[config.mk]
export PLATFORM = sky130hd
export DESIGN_NAME = acc_top
export DESIGN_NICKNAME = d
export VERILOG_FILES = /design/src/rtl/acc_pkg.sv /design/src/rtl/acc_regfile.sv /design/src/rtl/acc_top.sv
export SDC_FILE = /design/constraint.sdc
export NUM_CORES = 1
export LEC_CHECK = 0
export BUFFER_PORTS_ARGS = -buffer_cell sky130_fd_sc_hd__buf_2
export CAP_MARGIN = 20
export CORE_UTILIZATION = 64
export DETAILED_ROUTE_END_ITERATION = 16
export PLACE_DENSITY = 0.83
export SLEW_MARGIN = 25
export SYNTH_ARGS = -nofsm -noshare
export SYNTH_HDL_FRONTEND = slang
export SYNTH_SLANG_ARGS = --single-unit
[constraint.sdc]
create_clock -name clk -period 4.3 [get_ports clk]
set_input_delay 0 -clock clk [delete_from_list [all_inputs] [get_ports clk]]
set_output_delay 0 -clock clk [all_outputs]
set_load 0.05 [all_outputs]
[src/rtl/acc_pkg.sv]
package acc_pkg;

	// ****************************************************************
	// Register offsets.
	// ****************************************************************
	localparam logic [7:0] OFS_CTRL_ZERO   = 8'hdc;
	localparam logic [7:0] OFS_CTRL_ONE    = 8'hdd;
	localparam logic [7:0] OFS_OFFSET_TRIM = 8'he6;
	localparam logic [7:0] OFS_ACLK_DIV    = 8'hf6;
	localparam logic [7:0] OFS_DEC_LOW     = 8'hd2;
	localparam logic [7:0] OFS_DEC_HIGH    = 8'hd3;
	localparam logic [7:0] OFS_MUX_SEL     = 8'hd7;
	localparam logic [7:0] OFS_CUR_DAC     = 8'he8;
	localparam logic [7:0] OFS_STATUS      = 8'hd8;

	// ****************************************************************
	// Field positions.
	// ****************************************************************
	localparam int CZ_BUF      = 0;
	localparam int CZ_OCS      = 1;
	localparam int CZ_REF_ON   = 2;
	localparam int CZ_REF_HI   = 3;
	localparam int CZ_REF_EXT  = 4;
	localparam int CZ_GAIN_LO  = 5;
	localparam int CO_CAL_LO   = 0;
	localparam int CO_FILT_LO  = 4;
	localparam int ST_IRQ      = 0;
	localparam int ST_CAL_BUSY = 1;

	// ****************************************************************
	// Reset values.
	// ****************************************************************
	localparam logic [7:0] RST_CTRL_ZERO = 8'h0c;
	localparam logic [7:0] RST_CTRL_ONE  = 8'h00;
	localparam logic [7:0] RST_ACLK_DIV  = 8'h00;
	localparam logic [7:0] RST_DEC_LOW   = 8'h80;
	localparam logic [7:0] RST_DEC_HIGH  = 8'h00;
	localparam logic [7:0] RST_MUX_SEL   = 8'h01;

	// ****************************************************************
	// Timing counts and temperature mux code.
	// ****************************************************************
	localparam logic [6:0] MOD_DIVIDE    = 7'h40;
	localparam logic [3:0] CAL_PERIODS   = 4'h7;
	localparam logic [1:0] FAST_CONVS    = 2'h2;
	localparam logic [7:0] MUX_TEMP_SEL  = 8'hff;

	// ****************************************************************
	// Enumerations.
	// ****************************************************************
	typedef enum logic [1:0] {
		ACC_FILT_AUTO,
		ACC_FILT_FAST,
		ACC_FILT_SINC2,
		ACC_FILT_SINC3
	} acc_filt_t;

	typedef enum logic [2:0] {
		ACC_CAL_NONE,
		ACC_CAL_SELF_BOTH,
		ACC_CAL_SELF_OFS,
		ACC_CAL_SELF_GAIN,
		ACC_CAL_SYS_OFS,
		ACC_CAL_SYS_GAIN,
		ACC_CAL_RSV6,
		ACC_CAL_RSV7
	} acc_cal_t;

endpackage

[src/rtl/acc_regfile.sv]
`timescale 1ns/1ns
module acc_regfile (
	// Clock and reset.
	input  wire logic       clk,
	input  wire logic       rst_b,
	// Write port.
	input  wire logic       wr_en,
	input  wire logic [3:0] wr_idx,
	input  wire logic [7:0] wr_data,
	// Read port.
	input  wire logic [3:0] rd_idx,
	output logic      [7:0] rd_data,
	// All words, flattened.
	output logic      [127:0] words
);
	import acc_pkg::*;

	logic [7:0] mem [16];

	// ****************************************************************
	// Storage with registered read.
	// ****************************************************************
	always_ff @(posedge clk) begin
		if (!rst_b) begin
			for (int i = 0; i < 16; i++) begin
				mem[i] <= 8'h00;
			end
			mem[0] <= RST_CTRL_ZERO;
			mem[1] <= RST_CTRL_ONE;
			mem[3] <= RST_ACLK_DIV;
			mem[4] <= RST_DEC_LOW;
			mem[5] <= RST_DEC_HIGH;
			mem[6] <= RST_MUX_SEL;
		end else if (wr_en) begin
			mem[wr_idx] <= wr_data;
		end
	end

	always_ff @(posedge clk) begin
		if (!rst_b) begin
			rd_data <= 8'h00;
		end else begin
			rd_data <= mem[rd_idx];
		end
	end

	always_comb begin
		for (int i = 0; i < 16; i++) begin
			words[i*8 +: 8] = mem[i];
		end
	end

endmodule

[src/rtl/acc_top.sv]
`timescale 1ns/1ns
module acc_top (
	// Clock and reset.
	input  wire logic                 clk,
	input  wire logic                 rst_b,
	// Special function register port.
	input  wire logic [7:0]           sfr_addr,
	input  wire logic [7:0]           sfr_wdata,
	input  wire logic                 sfr_wr,
	input  wire logic                 sfr_rd,
	output logic      [7:0]           sfr_rdata,
	// Analog front-end controls.
	output logic                      buf_en,
	output logic                      ocs_source_en,
	output logic                      ocs_sink_en,
	output logic      [3:0]           mux_pos,
	output logic      [3:0]           mux_neg,
	output logic                      temp_diode_en,
	output logic      [2:0]           gain_sel,
	output logic                      offset_sign,
	output logic      [6:0]           offset_mag,
	output logic                      ref_int_en,
	output logic                      ref_int_high,
	output logic                      ref_ext_sel,
	output logic      [7:0]           current_dac_code,
	// Modulator, filter, calibration and interrupt.
	output logic                      aclk_en,
	output logic                      mod_en,
	output logic                      result_en,
	output logic      [1:0]           filt_active,
	output logic                      cal_busy,
	output logic      [2:0]           cal_active,
	output logic                      conv_irq
);
	import acc_pkg::*;

	logic [127:0] words;
	logic [4:0]   dec;
	logic [3:0]   wr_idx;
	logic [3:0]   rd_idx;
	logic         wr_hit;
	logic [7:0]   cz;
	logic [7:0]   co;
	logic [7:0]   aclk_div;
	logic [15:0]  dec_ratio;
	logic [7:0]   mux_sel;
	logic [7:0]   aclk_q;
	logic [5:0]   mod_cnt;
	logic [15:0]  dec_cnt;
	logic [1:0]   auto_step;
	logic [3:0]   cal_cnt;
	logic         cal_second;
	logic         restart;

	// ****************************************************************
	// Address decode.
	// ****************************************************************
	function automatic logic [4:0] decode(input logic [7:0] a);
		case (a)
			OFS_CTRL_ZERO:   decode = 5'h10;
			OFS_CTRL_ONE:    decode = 5'h11;
			OFS_OFFSET_TRIM: decode = 5'h12;
			OFS_ACLK_DIV:    decode = 5'h13;
			OFS_DEC_LOW:     decode = 5'h14;
			OFS_DEC_HIGH:    decode = 5'h15;
			OFS_MUX_SEL:     decode = 5'h16;
			OFS_CUR_DAC:     decode = 5'h17;
			default:         decode = 5'h00;
		endcase
	endfunction

	function automatic logic cal_last(input logic [3:0] n);
		cal_last = n == CAL_PERIODS - 4'h1;
	endfunction

	function automatic logic cal_code_ok(input logic [2:0] c);
		cal_code_ok = (c != ACC_CAL_NONE) && (c <= ACC_CAL_SYS_GAIN);
	endfunction

	assign dec     = decode(sfr_addr);
	assign wr_hit  = sfr_wr && dec[4];
	assign wr_idx  = dec[3:0];
	assign rd_idx  = dec[3:0];
	assign cz        = words[0*8 +: 8];
	assign co        = words[1*8 +: 8];
	assign aclk_div  = words[3*8 +: 8];
	assign dec_ratio = {words[5*8 +: 8], words[4*8 +: 8]};
	assign mux_sel   = words[6*8 +: 8];
	assign restart   = sfr_wr && (sfr_addr == OFS_MUX_SEL || sfr_addr == OFS_CTRL_ZERO);

	// ****************************************************************
	// Register storage.
	// ****************************************************************
	acc_regfile u_regs (
		.clk     (clk),
		.rst_b   (rst_b),
		.wr_en   (wr_hit),
		.wr_idx  (wr_idx),
		.wr_data (sfr_wdata),
		.rd_idx  (rd_idx),
		.rd_data (),
		.words   (words)
	);

	// ****************************************************************
	// Register read-back.
	// ****************************************************************
	always_ff @(posedge clk) begin
		if (!rst_b) begin
			sfr_rdata <= 8'h00;
		end else if (sfr_rd) begin
			if (sfr_addr == OFS_STATUS) begin
				sfr_rdata <= {6'h00, cal_busy, conv_irq};
			end else if (dec[4]) begin
				sfr_rdata <= words[{dec[3:0], 3'h0} +: 8];
			end else begin
				sfr_rdata <= 8'h00;
			end
		end
	end

	// ****************************************************************
	// Front-end control outputs.
	// ****************************************************************
	always_ff @(posedge clk) begin
		if (!rst_b) begin
			buf_en           <= RST_CTRL_ZERO[CZ_BUF];
			ocs_source_en    <= RST_CTRL_ZERO[CZ_OCS];
			ocs_sink_en      <= RST_CTRL_ZERO[CZ_OCS];
			mux_pos          <= RST_MUX_SEL[7:4];
			mux_neg          <= RST_MUX_SEL[3:0];
			temp_diode_en    <= 1'b0;
			gain_sel         <= RST_CTRL_ZERO[CZ_GAIN_LO +: 3];
			offset_sign      <= 1'b0;
			offset_mag       <= 7'h00;
			ref_int_en       <= RST_CTRL_ZERO[CZ_REF_ON];
			ref_int_high     <= RST_CTRL_ZERO[CZ_REF_HI];
			ref_ext_sel      <= RST_CTRL_ZERO[CZ_REF_EXT];
			current_dac_code <= 8'h00;
		end else begin
			buf_en           <= cz[CZ_BUF];
			ocs_source_en    <= cz[CZ_OCS];
			ocs_sink_en      <= cz[CZ_OCS];
			temp_diode_en    <= mux_sel == MUX_TEMP_SEL;
			mux_pos          <= (mux_sel == MUX_TEMP_SEL) ? 4'hf : mux_sel[7:4];
			mux_neg          <= (mux_sel == MUX_TEMP_SEL) ? 4'hf : mux_sel[3:0];
			gain_sel         <= cz[CZ_GAIN_LO +: 3];
			offset_sign      <= words[2*8 + 7];
			offset_mag       <= words[2*8 +: 7];
			ref_int_en       <= cz[CZ_REF_ON];
			ref_int_high     <= cz[CZ_REF_HI];
			ref_ext_sel      <= cz[CZ_REF_EXT];
			current_dac_code <= words[7*8 +: 8];
		end
	end

	// ****************************************************************
	// Clock dividers.
	// ****************************************************************
	always_ff @(posedge clk) begin
		if (!rst_b) begin
			aclk_q  <= 8'h00;
			aclk_en <= 1'b0;
		end else if (aclk_q >= aclk_div) begin
			aclk_q  <= 8'h00;
			aclk_en <= 1'b1;
		end else begin
			aclk_q  <= aclk_q + 8'h01;
			aclk_en <= 1'b0;
		end
	end

	always_ff @(posedge clk) begin
		if (!rst_b) begin
			mod_cnt <= 6'h00;
			mod_en  <= 1'b0;
		end else begin
			mod_en <= 1'b0;
			if (aclk_en) begin
				if (mod_cnt == 6'(MOD_DIVIDE - 7'h01)) begin
					mod_cnt <= 6'h00;
					mod_en  <= 1'b1;
				end else begin
					mod_cnt <= mod_cnt + 6'h01;
				end
			end
		end
	end

	// ****************************************************************
	// Decimation, filter and calibration.
	// ****************************************************************
	always_ff @(posedge clk) begin
		if (!rst_b) begin
			dec_cnt   <= 16'h0000;
			result_en <= 1'b0;
		end else begin
			result_en <= 1'b0;
			if (restart) begin
				dec_cnt <= 16'h0000;
			end else if (mod_en) begin
				if (dec_cnt + 16'h0001 >= dec_ratio) begin
					dec_cnt   <= 16'h0000;
					result_en <= 1'b1;
				end else begin
					dec_cnt <= dec_cnt + 16'h0001;
				end
			end
		end
	end

	always_ff @(posedge clk) begin
		if (!rst_b) begin
			auto_step   <= 2'h0;
			filt_active <= ACC_FILT_FAST;
		end else begin
			if (restart) begin
				auto_step <= 2'h0;
			end else if (result_en && auto_step != 2'h3) begin
				auto_step <= auto_step + 2'h1;
			end
			case (acc_filt_t'(co[CO_FILT_LO +: 2]))
				ACC_FILT_AUTO: begin
					if (auto_step < FAST_CONVS) begin
						filt_active <= ACC_FILT_FAST;
					end else if (auto_step == FAST_CONVS) begin
						filt_active <= ACC_FILT_SINC2;
					end else begin
						filt_active <= ACC_FILT_SINC3;
					end
				end
				default: filt_active <= co[CO_FILT_LO +: 2];
			endcase
		end
	end

	always_ff @(posedge clk) begin
		if (!rst_b) begin
			cal_busy   <= 1'b0;
			cal_active <= 3'h0;
			cal_cnt    <= 4'h0;
			cal_second <= 1'b0;
		end else if (!cal_busy) begin
			if (sfr_wr && sfr_addr == OFS_CTRL_ONE && cal_code_ok(sfr_wdata[CO_CAL_LO +: 3])) begin
				cal_busy   <= 1'b1;
				cal_active <= sfr_wdata[CO_CAL_LO +: 3];
				cal_cnt    <= 4'h0;
				cal_second <= sfr_wdata[CO_CAL_LO +: 3] == ACC_CAL_SELF_BOTH;
			end
		end else if (result_en) begin
			if (cal_last(cal_cnt)) begin
				cal_cnt <= 4'h0;
				if (cal_second) begin
					cal_second <= 1'b0;
				end else begin
					cal_busy   <= 1'b0;
					cal_active <= 3'h0;
				end
			end else begin
				cal_cnt <= cal_cnt + 4'h1;
			end
		end
	end

	// ****************************************************************
	// Converter interrupt flag; a set wins over a status read clear.
	// ****************************************************************
	always_ff @(posedge clk) begin
		if (!rst_b) begin
			conv_irq <= 1'b0;
		end else if (result_en && (cal_busy ? (cal_last(cal_cnt) && !cal_second) : 1'b1)) begin
			conv_irq <= 1'b1;
		end else if (sfr_rd && sfr_addr == OFS_STATUS) begin
			conv_irq <= 1'b0;
		end
	end

endmodule

==> results.cfg <==
[status]
status = complete, no violations

[grt]
track_usage_pct = 30.4
grt_pass1_wl_mm = 26.1
antenna_found_initial = 0
grt_max_degree = 55
grt-ovfl-total = 0
first_global_vias = 5331

[cells_and_area]
nFillCells = 738
antennaDiodeCount = 0
layout-area-overhead-vs-synth_pct = 14.8
final_nets = 819
layout-drive-gt1-share_pct = 15.1
final_cell_count_no_fill = 921
design_area_um2 = 8230

[detailed_routing]
dr.first_iter.drc_count = 417
wl_mm = 16.7
via_count = 5533
vias_per_cell = 6.01
drc = 0
drt_pre_antenna_iters = 5
postRouteAntennaNets = 0
avgRoutedWirePerCell_um = 18.1

[logic_synthesis]
ys.flop_type = dfxtp_1
synth_top_area_cell = edfxtp_1
netlist-cell-type-count = 67
synth.area.top_cells = edfxtp_1, dfxtp_1, and2_1, ha_1, xor2_1
synth_cells = 692
syn_avg_cell_area_um2 = 10.4
synth-seq-cells = 152
seq_area_frac_synth_pct = 51.4
synth_area_um2 = 7170
synth_common_cells = and2_1, dfxtp_1, edfxtp_1
ys.warnings.count = 0
async_reset_ff_share_pct = 0
synth-edff-count = 64
synth_top_area_share_pct = 26.8
syn_nets = 743

[timing]
final.min_clock_period_ps = 2890
tightest_slew_ps = 869
rsz0062_at_grt = no
max_slew_margin_pct = 42.1
report.final.slew_viol_count = 0
skew_ps = 9.12
fmaxAchievable_mhz = 346
finalSetupTns_ps = 0
setup_ws_ps = 1410
setup-violations-final = 0
hold_viol_final = 0
fin_crit_sh_pct = 67.3

[worst_setup_path]
crit_path_max_fanout = 16
critPathBufInv = 2
r2r_slack_ps = 1410
slowest_stage = nor3_1
cp-start-kind = flip-flop
crit_type = flip-flop to flip-flop
cp_slowest_stage_delay_ps = 450
crit_arrival_ps = 3360
cp_top_family = simple AND/OR/NAND/NOR gates
crit_chain = ha_1 -> inv_1 -> nor3_1 -> nand3_1 -> nor2_1 -> xor2_1 -> ha_1 -> nand2_1 -> o21ai_0 -> a22oi_1 -> o211ai_1 -> buf_4 -> a21oi_1
required_ps = 4770
end_kind = flip-flop
crit_top_cell = ha_1

[power_and_ir_drop]
peakVddDrop_mv = 0.303
p_comb_share_pct = 7.3
power_leakage_uw = 0.00333
p_sw_uw = 797
power_density_nw_per_um2 = 382
p_int_uw = 2350
p_seq_share_pct = 50.4
swShare_pct = 25.3
power_uw = 3150
power.clock.fraction_pct = 42.3

[clock_tree]
cts_inserted_buffers = 17
cts_tree = yes
h-tree-depth = 4
cts.sinks = 152
worstSkewPairLatency_ps = 540
cts.reportedPaths.clkPinSlew_ps = 70
cts_setup_buffers = 0
cts_max_path_buffers = 2
ctsRootBufferMaster = clkbuf_8

[place]
dp.cells = 876
gp_congestion = 0.916
dp_hpwl_mm = 11.7
post_dp_cell_area_um2 = 7570
pre_cts_ws_ps = 1460
port_buffers = 71

[floorplanning]
core.rowCount = 38
io_pins = 72
core_um2 = 10900
die_h_um = 108
dieArea_um2 = 11600
dieWidth_um = 108
start_util_pct = 65.9

[hold_path]
hp-class = primary input to flip-flop

[flow_run]
max-cap-violations = 0
==> kinds of logic (layout without fill, tap and decap cells) <==
group | count (synthesis) | after routing | synth area share [%]
and+or+nand+nor | 271 | 271 | 21.4
adders and majority gates | 31 | 31 | 5.41
buffers and inverters | 67 | 156 | 4.14
AOI/OAI and AO/OA | 130 | 130 | 12.7
DFF | 152 | 152 | 51.4
muxes | 2 | 2 | 0.279
xor gates and xnor gates | 39 | 39 | 4.76
==> cells in the final DEF (no fill, tap or decap), types with 5 or more instances in the layout <==
cell type       n
dfxtp_1        88
clkbuf_16      16
and3_1          7
nor4_1          5
dlygate4sd3_1  13
a21oi_1        25
nand2b_1       15
o21ai_0        10
ha_1           31
nor3_1         13
o22a_1         10
o22ai_1        10
a21boi_0       15
o221ai_1        5
a2111oi_0       8
nand2_1        34
buf_4           5
nand3_1        23
inv_1          33
and2_1         88
xor2_1         25
edfxtp_1       64
o21ai_1         7
nand4_1         8
a211oi_1        9
buf_2          71
nor2_1         50
xnor2_1        14
o21a_1          5
==> stage by stage <==
stage / utilization [%] / hold slack, ps
floorplan: - / 177
global placement: 69.6 / 349
detailed placement: 69.6 / 371
CTS: 75.6 / 7.19
global route: 75.6 / 67.8
finish: 75.6 / 28.1
==> worst paths after layout <==
kind | startpoint | to | cells after the start
max | dec_cnt[0] | dec_cnt[14] | 13
min | sfr_addr[7] | conv_irq | 5
max reg2reg | dec_cnt[0] | dec_cnt[14] | 13
min reg2reg | cal_active[0] | cal_active[0] | 2
==> per-layer routing <==
| layer | up-vias | share of wire, % | GRT usage (%) |
|---|---|---|---|
| met4 | 0 | 2.6 | 13.2 |
| met1 | 2630 | 40 | 38.4 |
| met3 | 38 | 7.7 | 6.17 |
| met2 | 249 | 49 | 50.6 |
| met5 | - | 0 | 0 |
| li1 | 2616 | - | - |
==> power by group through the flow <==
stage	registers (uW)	clock network (uW)	logic, uW
CTS	1580	1330	229
global placement	1610	0	214
global route	1590	1400	247
floorplan	1670	0	92.7
finish	1580	1330	231
detailed placement	1610	0	220
==> worst register-to-register path: cells and delay by family (launching register included) <==
family	cells	cell delay (ps)
simple gates	4	870
compound gates	4	580
fa+ha+maj	2	520
flops	1	400
buf+inv	2	300
xor+xnor	1	170
==> state kept, by name, indices dropped and copies added (netlist names), 2 cells and up <==
name	flops
offset_mag	7
u_regs.mem	64
mux_neg	4
mod_cnt	6
gain_sel	3
filt_active	2
cal_active	3
current_dac_code	8
aclk_q	8
mux_pos	4
cal_cnt	4
dec_cnt	16
sfr_rdata	8
auto_step	2
==> timing repair <==
action	in CTS	in global routing
hold buffers	13	0
gates resized for setup	0	0
endpoints found under the setup margin	0	0
endpoints found under the hold margin	59	0
==> final cells by class <==
type                            instances  area (um^2)  share of cell area, %
Clock buffer                           19          432                   5.24
Clock inverter                         13         95.1                   1.16
Inverter                               35          131                   1.60
Multi-Input combinational cell        473         3190                   38.8
Sequential cell                       152         3680                   44.8
Tap cell                              140          175                   2.13
Timing Repair Buffer                   89          523                   6.35
No activity file was read; power rests on OpenSTA's default activity.
